`src/hdl/mcpc_pkg.sv`:
```
// Constants, register map and helpers for the master clock PLL control.
// Assumes a 50 MHz system clock and an APB register bus with 32-bit data.
package mcpc_pkg;

  // ==========================================================
  // Clock and timing
  localparam int unsigned CLK_MHZ = 50;
  localparam int unsigned MON_WINDOW_US = 10;
  localparam int unsigned MON_WINDOW_CYC = MON_WINDOW_US * CLK_MHZ;
  localparam logic [15:0] MON_MIN_TICKS = 16'h0010;
  localparam logic [15:0] MON_MAX_TICKS = 16'h0400;

  // ==========================================================
  // Frequency limits in Hz
  localparam logic [39:0] PD_MIN_HZ = 40'd9_720_000;
  localparam logic [39:0] PD_MAX_HZ = 40'd102_400_000;
  localparam logic [31:0] REF_MAX_HZ = 32'd750_000_000;
  localparam logic [31:0] BLOCK_MIN_HZ = 32'd1;
  localparam logic [31:0] PLL_MIN_HZ = 32'd9_720_000;
  localparam logic [31:0] DIFF_MAX_HZ = 32'd750_000_000;
  localparam logic [31:0] SE_MAX_HZ = 32'd160_000_000;

  // ==========================================================
  // Register byte addresses
  localparam int ADDR_W = 8;
  localparam logic [7:0] A_MCFG1 = 8'h00;
  localparam logic [7:0] A_MCFG2 = 8'h04;
  localparam logic [7:0] A_PCFG1 = 8'h08;
  localparam logic [7:0] A_PCFG2 = 8'h0c;
  localparam logic [7:0] A_FBMUL = 8'h10;
  localparam logic [7:0] A_NDEN = 8'h14;
  localparam logic [7:0] A_NINT = 8'h18;
  localparam logic [7:0] A_ADJ = 8'h1c;
  localparam logic [7:0] A_REFHZ = 8'h20;
  localparam logic [7:0] A_IN1HZ = 8'h24;
  localparam logic [7:0] A_IN2HZ = 8'h28;
  localparam logic [7:0] A_INFMT = 8'h2c;
  localparam logic [7:0] A_STAT = 8'h30;
  localparam logic [7:0] A_LSTAT = 8'h34;
  localparam logic [7:0] A_CLR = 8'h38;
  localparam logic [7:0] A_IEN = 8'h3c;

  // ==========================================================
  // Field positions
  localparam int B_ICB_EN = 0;
  localparam int B_DPLL_MODE = 1;
  localparam int B_OSC_EN = 0;
  localparam int B_IN1_EN = 1;
  localparam int B_IN2_EN = 2;
  localparam int F_DIV_LO = 8;
  localparam int F_DIV_HI = 15;
  localparam int B_PLL_EN = 8;
  localparam int B_SRC_SEL = 0;
  localparam int B_IN1_DIFF = 0;
  localparam int B_IN1_PLL = 1;
  localparam int B_IN2_DIFF = 2;
  localparam int B_IN2_PLL = 3;
  localparam int B_REF_LOSS = 0;

  // ==========================================================
  // Reset values; nominal settings describe a 204.8 MHz master clock
  localparam logic [31:0] MCLK_DEFAULT_KHZ = 32'd204_800;
  localparam logic [31:0] NDEN_RST = 32'h0000_0001;
  localparam logic [31:0] NINT_RST = MCLK_DEFAULT_KHZ;
  localparam logic [31:0] ADJ_RST = 32'h0000_0000;

  function automatic logic in_range(input logic [39:0] f,
                                    input logic [39:0] lo,
                                    input logic [39:0] hi);
    in_range = (f >= lo) && (f <= hi);
  endfunction : in_range

endpackage : mcpc_pkg

```
`src/hdl/mcpc_mon_if.sv`:
```
// Carrier between the control top and its reference activity monitor.
// Assumes all signals are synchronous to sys_clk.
`timescale 1ns/10ps
`default_nettype none
interface mcpc_mon_if;
  logic tick;
  logic enable;
  logic fail;
  modport ctl (output tick, output enable, input fail);
  modport mon (input tick, input enable, output fail);
endinterface : mcpc_mon_if
`default_nettype wire

```
`src/hdl/mcpc_ref_mon.sv`:
```
// Reference activity monitor: counts reference ticks over a fixed window.
// Assumes ticks are single-cycle pulses synchronous to sys_clk.
`timescale 1ns/10ps
`default_nettype none
module mcpc_ref_mon
  import mcpc_pkg::*;
(
  input wire logic sys_clk, // System clock
  input wire logic rst_b, // Synchronous reset
  mcpc_mon_if.mon mon // Tick in, fail out
);

  logic [15:0] win_cnt;
  logic [15:0] tick_cnt;
  logic win_end;

  assign win_end = (win_cnt == 16'(MON_WINDOW_CYC - 1));

  // ==========================================================
  // Window timer
  always_ff @(posedge sys_clk) begin
    if (!rst_b || !mon.enable || win_end) begin
      win_cnt <= 16'h0000;
    end else begin
      win_cnt <= win_cnt + 16'h0001;
    end
  end

  // Saturates so a wild reference cannot wrap into range
  always_ff @(posedge sys_clk) begin
    if (!rst_b || !mon.enable || win_end) begin
      tick_cnt <= 16'h0000;
    end else if (mon.tick && tick_cnt != 16'hffff) begin
      tick_cnt <= tick_cnt + 16'h0001;
    end
  end

  // ==========================================================
  // Verdict at window end
  // [RL10] stopped or gross
  always_ff @(posedge sys_clk) begin
    if (!rst_b || !mon.enable) begin
      mon.fail <= 1'b0;
    end else if (win_end) begin
      mon.fail <= (tick_cnt < MON_MIN_TICKS) || (tick_cnt > MON_MAX_TICKS);
    end
  end

endmodule : mcpc_ref_mon
`default_nettype wire

```
`src/hdl/mcpc_in_chk.sv`:
```
// Acceptance check of one input clock against its format and route limits.
// Assumes software writes the expected input frequency in Hz.
`timescale 1ns/10ps
`default_nettype none
module mcpc_in_chk
  import mcpc_pkg::*;
(
  input wire logic sys_clk, // System clock
  input wire logic rst_b, // Synchronous reset
  input wire logic enable, // Receiver enabled
  input wire logic diff, // Differential format
  input wire logic to_pll, // Routed straight to the PLLs
  input wire logic [31:0] freq_hz, // Expected frequency
  output logic ok // Frequency acceptable
);

  logic [31:0] lo;
  logic [31:0] hi;

  // [RL15] block route limits
  // [RL16] PLL route limits
  assign lo = to_pll ? PLL_MIN_HZ : BLOCK_MIN_HZ;
  assign hi = diff ? DIFF_MAX_HZ : SE_MAX_HZ;

  always_ff @(posedge sys_clk) begin
    if (!rst_b) begin
      ok <= 1'b0;
    end else begin
      ok <= enable && in_range({8'h00, freq_hz}, {8'h00, lo}, {8'h00, hi});
    end
  end

endmodule : mcpc_in_chk
`default_nettype wire

```
`src/hdl/mcpc_top.sv`:
```
// Master clock PLL control: registers, reference monitor and enables.
// Assumes an APB master on sys_clk, an analog PLL on the outputs and
// prescaled reference ticks.
//
// How it works
// [RL1] Master clock routed only in DPLL mode
// [RL2] PLL output feeds input block and DPLL
// [RL3] Source select picks oscillator pins or crystal
// [RL4] Phase detector frequency kept 9.72-102.4MHz
// [RL5] Input divider brings up to 750MHz down
// [RL6] Software picks dividers for 190-208.333MHz
// [RL7] Reset assumes 204.8MHz master clock
// [RL8] Software reprograms nominal settings otherwise
// [RL9] PLL keeps running when reference stops
// [RL10] Stopped or gross reference sets loss flag
// [RL11] Loss flag interrupts only when enabled
// [RL12] Oscillator input off until enable set
// [RL13] Zero divide field disables master divider
// [RL14] Each input receiver has own enable
// [RL15] Input block accepts 1Hz-750/160MHz
// [RL16] Direct PLL route accepts from 9.72MHz
// [RL17] Input block runs only when enabled
// [RL18] Loss flag sticky until software clears
//
// Design decisions made here: the address map and the APB interface to the registers.
`timescale 1ns/10ps
`default_nettype none
module mcpc_top
  import mcpc_pkg::*;
(
  input wire logic sys_clk, // System clock, 50 MHz
  input wire logic rst_b, // Synchronous reset, active low
  input wire logic psel, // APB select
  input wire logic penable, // APB enable
  input wire logic pwrite, // APB write
  input wire logic [ADDR_W-1:0] paddr, // APB byte address
  input wire logic [31:0] pwdata, // APB write data
  output logic [31:0] prdata, // APB read data
  output logic pready, // APB ready
  output logic pslverr, // APB error, unmapped address
  input wire logic ext_osc_tick, // Oscillator pin prescaled tick
  input wire logic xtal_tick, // Crystal prescaled tick
  output logic osc_input_enable, // Oscillator pin receiver on
  output logic input_one_enable, // Input one receiver on
  output logic input_two_enable, // Input two receiver on
  output logic input_block_enable, // Input block on
  output logic pll_enable, // Master clock PLL on
  output logic pll_source_select, // 0 pins, 1 crystal
  output logic [7:0] pll_input_divider, // Input divider minus one
  output logic [31:0] pll_feedback_multiplier, // Feedback multiplier
  output logic [7:0] pll_high_speed_divider, // High-speed divider
  output logic [7:0] master_clock_divide_field, // Master divider
  output logic master_clock_divider_enable, // Master divider on
  output logic master_clock_route_enable, // Clock to block and DPLL
  output logic [31:0] nominal_denominator_setting, // Nominal denominator
  output logic [31:0] nominal_integer_setting, // Nominal integer
  output logic [31:0] master_clock_adjust_setting, // Adjust value
  output logic pd_freq_ok, // Phase detector input in range
  output logic input_one_ok, // Input one frequency acceptable
  output logic input_two_ok, // Input two frequency acceptable
  output logic reference_loss, // Live reference failure
  output logic irq // Level interrupt
);

  // ==========================================================
  // Register storage
  logic [31:0] mcfg1;
  logic [31:0] mcfg2;
  logic [31:0] pcfg1;
  logic [31:0] pcfg2;
  logic [31:0] ref_hz;
  logic [31:0] in1_hz;
  logic [31:0] in2_hz;
  logic [31:0] infmt;
  logic [31:0] int_en;
  logic reference_loss_flag;

  // ==========================================================
  // APB decode
  logic setup_ph;
  logic wr_acc;
  logic mapped;
  logic [31:0] next_prdata;
  logic [31:0] live_stat;
  logic clr_loss;
  logic loss_event;
  logic in1_ok_w;
  logic in2_ok_w;
  logic [39:0] div_ratio;

  assign setup_ph = psel && !penable;
  assign wr_acc = psel && penable && pwrite && pready;

  always_comb begin
    unique case (paddr)
      A_MCFG1, A_MCFG2, A_PCFG1, A_PCFG2, A_FBMUL, A_NDEN, A_NINT,
      A_ADJ, A_REFHZ, A_IN1HZ, A_IN2HZ, A_INFMT, A_STAT, A_LSTAT,
      A_CLR, A_IEN: mapped = 1'b1;
      default: mapped = 1'b0;
    endcase
  end

  assign live_stat = {27'h0, input_two_ok, input_one_ok, pd_freq_ok,
                      master_clock_divider_enable, reference_loss};

  always_comb begin
    unique case (paddr)
      A_MCFG1: next_prdata = mcfg1;
      A_MCFG2: next_prdata = mcfg2;
      A_PCFG1: next_prdata = pcfg1;
      A_PCFG2: next_prdata = pcfg2;
      A_FBMUL: next_prdata = pll_feedback_multiplier;
      A_NDEN: next_prdata = nominal_denominator_setting;
      A_NINT: next_prdata = nominal_integer_setting;
      A_ADJ: next_prdata = master_clock_adjust_setting;
      A_REFHZ: next_prdata = ref_hz;
      A_IN1HZ: next_prdata = in1_hz;
      A_IN2HZ: next_prdata = in2_hz;
      A_INFMT: next_prdata = infmt;
      A_STAT: next_prdata = live_stat;
      A_LSTAT: next_prdata = {31'h0, reference_loss_flag};
      A_IEN: next_prdata = int_en;
      default: next_prdata = 32'h0000_0000;
    endcase
  end

  // No wait state: captured in setup, ready in access
  always_ff @(posedge sys_clk) begin
    if (!rst_b) begin
      pready <= 1'b0;
    end else begin
      pready <= setup_ph;
    end
  end

  always_ff @(posedge sys_clk) begin
    if (!rst_b) begin
      prdata <= 32'h0000_0000;
    end else if (setup_ph && !pwrite) begin
      prdata <= next_prdata;
    end
  end

  always_ff @(posedge sys_clk) begin
    if (!rst_b) begin
      pslverr <= 1'b0;
    end else begin
      pslverr <= setup_ph && !mapped;
    end
  end

  // ==========================================================
  // Configuration registers
  always_ff @(posedge sys_clk) begin
    if (!rst_b) begin
      mcfg1 <= 32'h0000_0000;
      mcfg2 <= 32'h0000_0000;
      pcfg1 <= 32'h0000_0000;
      pcfg2 <= 32'h0000_0000;
      pll_feedback_multiplier <= 32'h0000_0000;
      ref_hz <= 32'h0000_0000;
      in1_hz <= 32'h0000_0000;
      in2_hz <= 32'h0000_0000;
      infmt <= 32'h0000_0000;
      int_en <= 32'h0000_0000;
    end else if (wr_acc) begin
      unique case (paddr)
        A_MCFG1: mcfg1 <= pwdata;
        A_MCFG2: mcfg2 <= pwdata;
        A_PCFG1: pcfg1 <= pwdata;
        A_PCFG2: pcfg2 <= pwdata;
        A_FBMUL: pll_feedback_multiplier <= pwdata;
        A_REFHZ: ref_hz <= pwdata;
        A_IN1HZ: in1_hz <= pwdata;
        A_IN2HZ: in2_hz <= pwdata;
        A_INFMT: infmt <= pwdata;
        A_IEN: int_en <= pwdata;
        default: ;
      endcase
    end
  end

  // [RL7] default 204.8MHz
  // [RL8] nominal settings writable
  always_ff @(posedge sys_clk) begin
    if (!rst_b) begin
      nominal_denominator_setting <= NDEN_RST;
      nominal_integer_setting <= NINT_RST;
      master_clock_adjust_setting <= ADJ_RST;
    end else if (wr_acc) begin
      unique case (paddr)
        A_NDEN: nominal_denominator_setting <= pwdata;
        A_NINT: nominal_integer_setting <= pwdata;
        A_ADJ: master_clock_adjust_setting <= pwdata;
        default: ;
      endcase
    end
  end

  // ==========================================================
  // Enables and analog configuration outputs
  always_ff @(posedge sys_clk) begin
    if (!rst_b) begin
      osc_input_enable <= 1'b0;
      input_one_enable <= 1'b0;
      input_two_enable <= 1'b0;
      input_block_enable <= 1'b0;
    end else begin
      // [RL12] oscillator input gate
      osc_input_enable <= mcfg2[B_OSC_EN];
      // [RL14] per-input receiver enables
      input_one_enable <= mcfg2[B_IN1_EN];
      input_two_enable <= mcfg2[B_IN2_EN];
      // [RL17] input block gate
      input_block_enable <= mcfg1[B_ICB_EN];
    end
  end

  // Loss never gates the PLL, which self-oscillates through it
  always_ff @(posedge sys_clk) begin
    if (!rst_b) begin
      pll_enable <= 1'b0;
      pll_source_select <= 1'b0;
      pll_input_divider <= 8'h00;
      pll_high_speed_divider <= 8'h00;
    end else begin
      // [RL9] no shutdown on loss
      pll_enable <= pcfg1[B_PLL_EN];
      // [RL3] reference source select
      pll_source_select <= pcfg2[B_SRC_SEL];
      // [RL5] programmable input divider
      pll_input_divider <= pcfg2[F_DIV_HI:F_DIV_LO];
      pll_high_speed_divider <= pcfg1[7:0];
    end
  end

  always_ff @(posedge sys_clk) begin
    if (!rst_b) begin
      master_clock_divide_field <= 8'h00;
      master_clock_divider_enable <= 1'b0;
      master_clock_route_enable <= 1'b0;
    end else begin
      master_clock_divide_field <= mcfg2[F_DIV_HI:F_DIV_LO];
      // [RL13] zero field disables
      master_clock_divider_enable <= |mcfg2[F_DIV_HI:F_DIV_LO];
      // [RL1] DPLL mode only
      // [RL2] feed input block and DPLL
      master_clock_route_enable <= mcfg1[B_DPLL_MODE] &&
                                   pcfg1[B_PLL_EN] &&
                                   (|mcfg2[F_DIV_HI:F_DIV_LO]);
    end
  end

  // ==========================================================
  // Phase detector range check
  assign div_ratio = {32'h0, pll_input_divider} + 40'd1;

  // Products fit 40 bits: 102.4e6 * 256 is below 2^35
  always_ff @(posedge sys_clk) begin
    if (!rst_b) begin
      pd_freq_ok <= 1'b0;
    end else begin
      // [RL4] phase detector window
      // [RL5] reference up to 750MHz
      pd_freq_ok <= ({8'h00, ref_hz} <= {8'h00, REF_MAX_HZ}) &&
                    in_range({8'h00, ref_hz},
                             40'(PD_MIN_HZ * div_ratio),
                             40'(PD_MAX_HZ * div_ratio));
    end
  end

  // ==========================================================
  // Input clock acceptance
  mcpc_in_chk u_in1_chk (
    .sys_clk(sys_clk),
    .rst_b(rst_b),
    .enable(mcfg2[B_IN1_EN]),
    .diff(infmt[B_IN1_DIFF]),
    .to_pll(infmt[B_IN1_PLL]),
    .freq_hz(in1_hz),
    .ok(in1_ok_w)
  );

  mcpc_in_chk u_in2_chk (
    .sys_clk(sys_clk),
    .rst_b(rst_b),
    .enable(mcfg2[B_IN2_EN]),
    .diff(infmt[B_IN2_DIFF]),
    .to_pll(infmt[B_IN2_PLL]),
    .freq_hz(in2_hz),
    .ok(in2_ok_w)
  );

  always_ff @(posedge sys_clk) begin
    if (!rst_b) begin
      input_one_ok <= 1'b0;
      input_two_ok <= 1'b0;
    end else begin
      input_one_ok <= in1_ok_w;
      input_two_ok <= in2_ok_w;
    end
  end

  // ==========================================================
  // Reference monitor
  mcpc_mon_if mon_if ();

  // [RL3] monitor the selected source
  // [RL12] disabled pins give no ticks
  assign mon_if.tick = pcfg2[B_SRC_SEL] ? xtal_tick
                                        : (ext_osc_tick && mcfg2[B_OSC_EN]);
  assign mon_if.enable = pcfg1[B_PLL_EN];

  mcpc_ref_mon u_ref_mon (
    .sys_clk(sys_clk),
    .rst_b(rst_b),
    .mon(mon_if.mon)
  );

  always_ff @(posedge sys_clk) begin
    if (!rst_b) begin
      reference_loss <= 1'b0;
    end else begin
      reference_loss <= mon_if.fail;
    end
  end

  // ==========================================================
  // Latched status and interrupt
  assign loss_event = mon_if.fail && !reference_loss;
  assign clr_loss = wr_acc && (paddr == A_CLR) && pwdata[B_REF_LOSS];

  // [RL10] latch on failure
  // [RL18] sticky, set beats clear
  always_ff @(posedge sys_clk) begin
    if (!rst_b) begin
      reference_loss_flag <= 1'b0;
    end else if (loss_event) begin
      reference_loss_flag <= 1'b1;
    end else if (clr_loss) begin
      reference_loss_flag <= 1'b0;
    end
  end

  // [RL11] enabled flag only
  always_ff @(posedge sys_clk) begin
    if (!rst_b) begin
      irq <= 1'b0;
    end else begin
      irq <= reference_loss_flag && int_en[B_REF_LOSS];
    end
  end

endmodule : mcpc_top
`default_nettype wire

```
`config.mk`:
```
export PLATFORM = sky130hd
export DESIGN_NAME = mcpc_top
export DESIGN_NICKNAME = d
export VERILOG_FILES = /design/src/hdl/mcpc_pkg.sv /design/src/hdl/mcpc_mon_if.sv /design/src/hdl/mcpc_ref_mon.sv /design/src/hdl/mcpc_in_chk.sv /design/src/hdl/mcpc_top.sv
export SDC_FILE = /design/constraint.sdc
export NUM_CORES = 1
export LEC_CHECK = 0
export BUFFER_PORTS_ARGS = -buffer_cell sky130_fd_sc_hd__buf_2
export CAP_MARGIN = 40
export CORE_UTILIZATION = 56
export CTS_BUF_LIST = sky130_fd_sc_hd__clkbuf_8
export DETAILED_ROUTE_END_ITERATION = 10
export GPL_TIMING_DRIVEN = 0
export PLACE_DENSITY = 0.86
export SLEW_MARGIN = 20
export SYNTH_ARGS = -nofsm -noshare
export SYNTH_HDL_FRONTEND = slang
export SYNTH_HIERARCHICAL = 1
export SYNTH_SLANG_ARGS = --single-unit
```
`constraint.sdc`:
```
create_clock -name sys_clk -period 6.95 [get_ports sys_clk]
set_input_delay 0.695 -clock sys_clk [delete_from_list [all_inputs] [get_ports sys_clk]]
set_output_delay 0.695 -clock sys_clk [all_outputs]
set_load 0.1 [all_outputs]
```
==> results.ini <==
[layout]
drive_gt1_share_pct=12.3
mostFrequentLayoutCell=nand2_1
fin_nets=3965
most_frequent_cells_in_the_layout=nand2_1, dfxtp_1, a21boi_1
layout.cell_area.non_filler_um2=31800
area_growth_syn_to_layout_pct=15.0
finalCoreUtilization_pct=65.1

[placed_design]
post_dp_cell_area_um2=29800
gp_routability_congestion=1.04
place_hpwl_um=79600
place.port_buffers=244
preCtsSetupSlack_ps=-719

[sta]
fin_worst_skew_ps=34.0
timing_worst_slew_pin_value_ps=985
top_achievable_clock_speed_mhz=148
timing.final.crit_share_pct=97.1
finalWorstSetupSlack_ps=202
final_critical_period_ps=6750
finalSetupViolCount=0
report.final.slew_viol_count=0
worst_slew_margin_rel_pct=34.3
finalHoldViolations=0

[global_routing]
grtUsageTotal_pct=40.4
first_global_vias=25800
initial_antenna_violation_count=6
grt_start_max_net_pins=12
globalRoute.totalOverflow=0
grt_first_pass_wirelength_um=153000

[route]
route.vias.total=27600
final_routed_drc_violation_total=0
routed_via_density=6.23
first_pass_iters=9
drt-met1-wl_um=38800
top_sig_layer=met5
met3WireLength_um=12800
routed_wire_length_per_instance_um=23.4
detailroute.wirelength.met2_um=44500
route.antenna.remaining_nets=0
wl_um=103000
detail_route.iter0.violations=3636

[logic_synthesis]
synth_nets=3616
yosys-mux-area-fraction_pct=0.109
ys_types=84
main_combinational_cell_family_by_area_after_synthesis=compound AO/OA/AOI/OAI gates
synth_cells=3338
synth_seq_area_share_pct=37.9
synth-compound-area-share_pct=23.6
post-synth-top-area-fraction_pct=37.9
yosys.area_share.simple_pct=20.9
synth-edff-count=0
post_synth_xor_area_fraction_pct=1.52
yosys_most_used_dff=dfxtp_1
synthDominantAreaCellType=dfxtp_1
yosys_synthesis_warning_count=6
ys_top_cells_by_area=dfxtp_1, nand2_1, a21boi_1
synth.cell_area_um2=27600
adder_cell_share_of_the_synthesized_area_pct=11.3
postSynthAreaPerCell_um2=8.28
yosys_register_bits=523
synthArstFlopShare_pct=0

[pwr]
vdd_ir_drop_max_v=0.000159
p_leak_uw=0.0127
power_total_uw=5940
p_per_area_nw_per_um2=187

[cts]
cts_buffers=85
insertion_delay_ps=720
clockBufferDepth=3
cts_sinks=523
worst_setup_hold_path_clk_slew_ps=70
cts-hold-fix-buffers=0
cts_root_buf=clkbuf_8
cts-htree-levels=3
cts_tree=built

[worst_setup_path]
crit_path_end_kind=register
timing.setup.critical_path_class=reg -> reg
cp_data_required_time_ps=7570
critPathMaxFanout=7
worst_setup_path_start_kind=register
critPathArrivalTime_ps=7360

[die]
fp.dieArea_um2=50200
core_region_area_um2=48800
die-height_um=224
io_pins=246
start_util_pct=56.6
die-width_um=224
rows=81

[worst_hold_path]
hp-class=in -> reg

[job]
maxCapViolations=0

[run_status]
outcome=completed

## repair_timing
item	4_1_cts	5_1_grt
pin swaps	2	9
buffers inserted	2	4
setup endpoints to repair	1	1
resized for setup	9	24
gates cloned	0	0
## sequential cells by signal, summed over array words and instances, names as in the netlist, 8 cells and up
| register | flops |
|---|---|
| master_clock_adjust_setting | 32 |
| pll_high_speed_divider | 8 |
| in1_hz | 32 |
| mcfg2 | 32 |
| pcfg2 | 32 |
| mcfg1 | 32 |
| nominal_denominator_setting | 32 |
| u_ref_mon/tick_cnt | 16 |
| pcfg1 | 32 |
| ref_hz | 32 |
| prdata | 32 |
| int_en | 32 |
| master_clock_divide_field | 8 |
| pll_input_divider | 8 |
| pll_feedback_multiplier | 32 |
| nominal_integer_setting | 32 |
| in2_hz | 32 |
| infmt | 32 |
| u_ref_mon/win_cnt | 16 |
## metrics by stage
| stage | setup TNS, ps | cells | hold WS (ps) |
|---|---|---|---|
| 5_1_grt | -78.3 | 4420 | 279 |
| 3_5_place_dp | -719 | 4254 | 444 |
| 2_1_floorplan | 0 | 3338 | 412 |
| 4_1_cts | 0 | 4407 | 241 |
| 3_3_place_gp | -657 | 4246 | 440 |
| 6_report | 0 | 4422 | 255 |
## layer usage
| metal | vias up | GRT usage, % |
|---|---|---|
| met4 | 2 | 26.9 |
| li1 | 12400 | - |
| met3 | 430 | 10.3 |
| met1 | 12900 | 50.4 |
| met2 | 1883 | 61.6 |
| met5 | - | 0 |
## logic make-up (layout without fill, tap and decap cells)
family	count (synthesis)	in the layout
muxes	3	3
and+or+nand+nor	1311	1311
adders and majority gates	231	231
xor gates and xnor gates	48	48
other	0	7
buffers and inverters	339	752
AOI/OAI and AO/OA	883	883
DFF	523	523
## path summary, 6_finish.rpt
kind	slack, ps	cells after the start	start	endpoint
min reg2reg	450	2	prdata[10]$_SDFFE_PN0P_	prdata[10]$_SDFFE_PN0P_
min	260	3	pwdata[31]	nominal_integer_setting[31]$_SDFFE_PN0P_
max reg2reg	200	25	pll_input_divider[2]$_SDFF_PN0_	pd_freq_ok$_SDFF_PN0_
max	200	25	pll_input_divider[2]$_SDFF_PN0_	pd_freq_ok$_SDFF_PN0_
## worst max-delay path, cell delays in order, from the launching register on
cell and delay (ps):
dfxtp_4 390, nand3_1 120, nor2_2 200, nand4_1 270, xnor2_4 220, buf_4 200
xnor2_2 300, fa_1 490, fa_1 500, ha_1 370, and3b_1 230, o21ai_2 250
a2111oi_4 140, o21ai_1 220, a21oi_1 120, or3_1 370, a21oi_1 180, xor2_1 110
ha_1 310, nand2_1 80, or3_1 380, or4_4 450, nor4_4 230, a2111oi_1 80
a211o_1 300, nor3_2 150
## power breakdown
group	internal (uW)	total, uW	switching, uW
Sequential	3000	3000	0.428
Combinational	61.2	204	143
Clock	1440	2740	1300
Total	4500	5940	1440
## cells in the mapped netlist (all sizes together) (22+ instances only)
cell type	count
nand2	945
dfxtp	523
a21boi	440
ha	200
clkbuf	199
a22oi	148
inv	117
nor2	76
o21ai	74
nand4	62
a21oi	60
and2	38
a222oi	36
nand3	34
nor3	33
fa	31
xor2	28
a21o	23
buf	22
## area by class of cell
type,instances,area [um^2]
diodes,7,17.5
plain buffers,221,873
clock buffers,102,1400
clock inverters,49,300
fillers,4189,17100
inverters,118,443
multi-input cells,2476,16000
flip-flops and latches,523,10500
well taps,664,831
repair buffers,262,1380
Power figures use the tool's default switching activity.
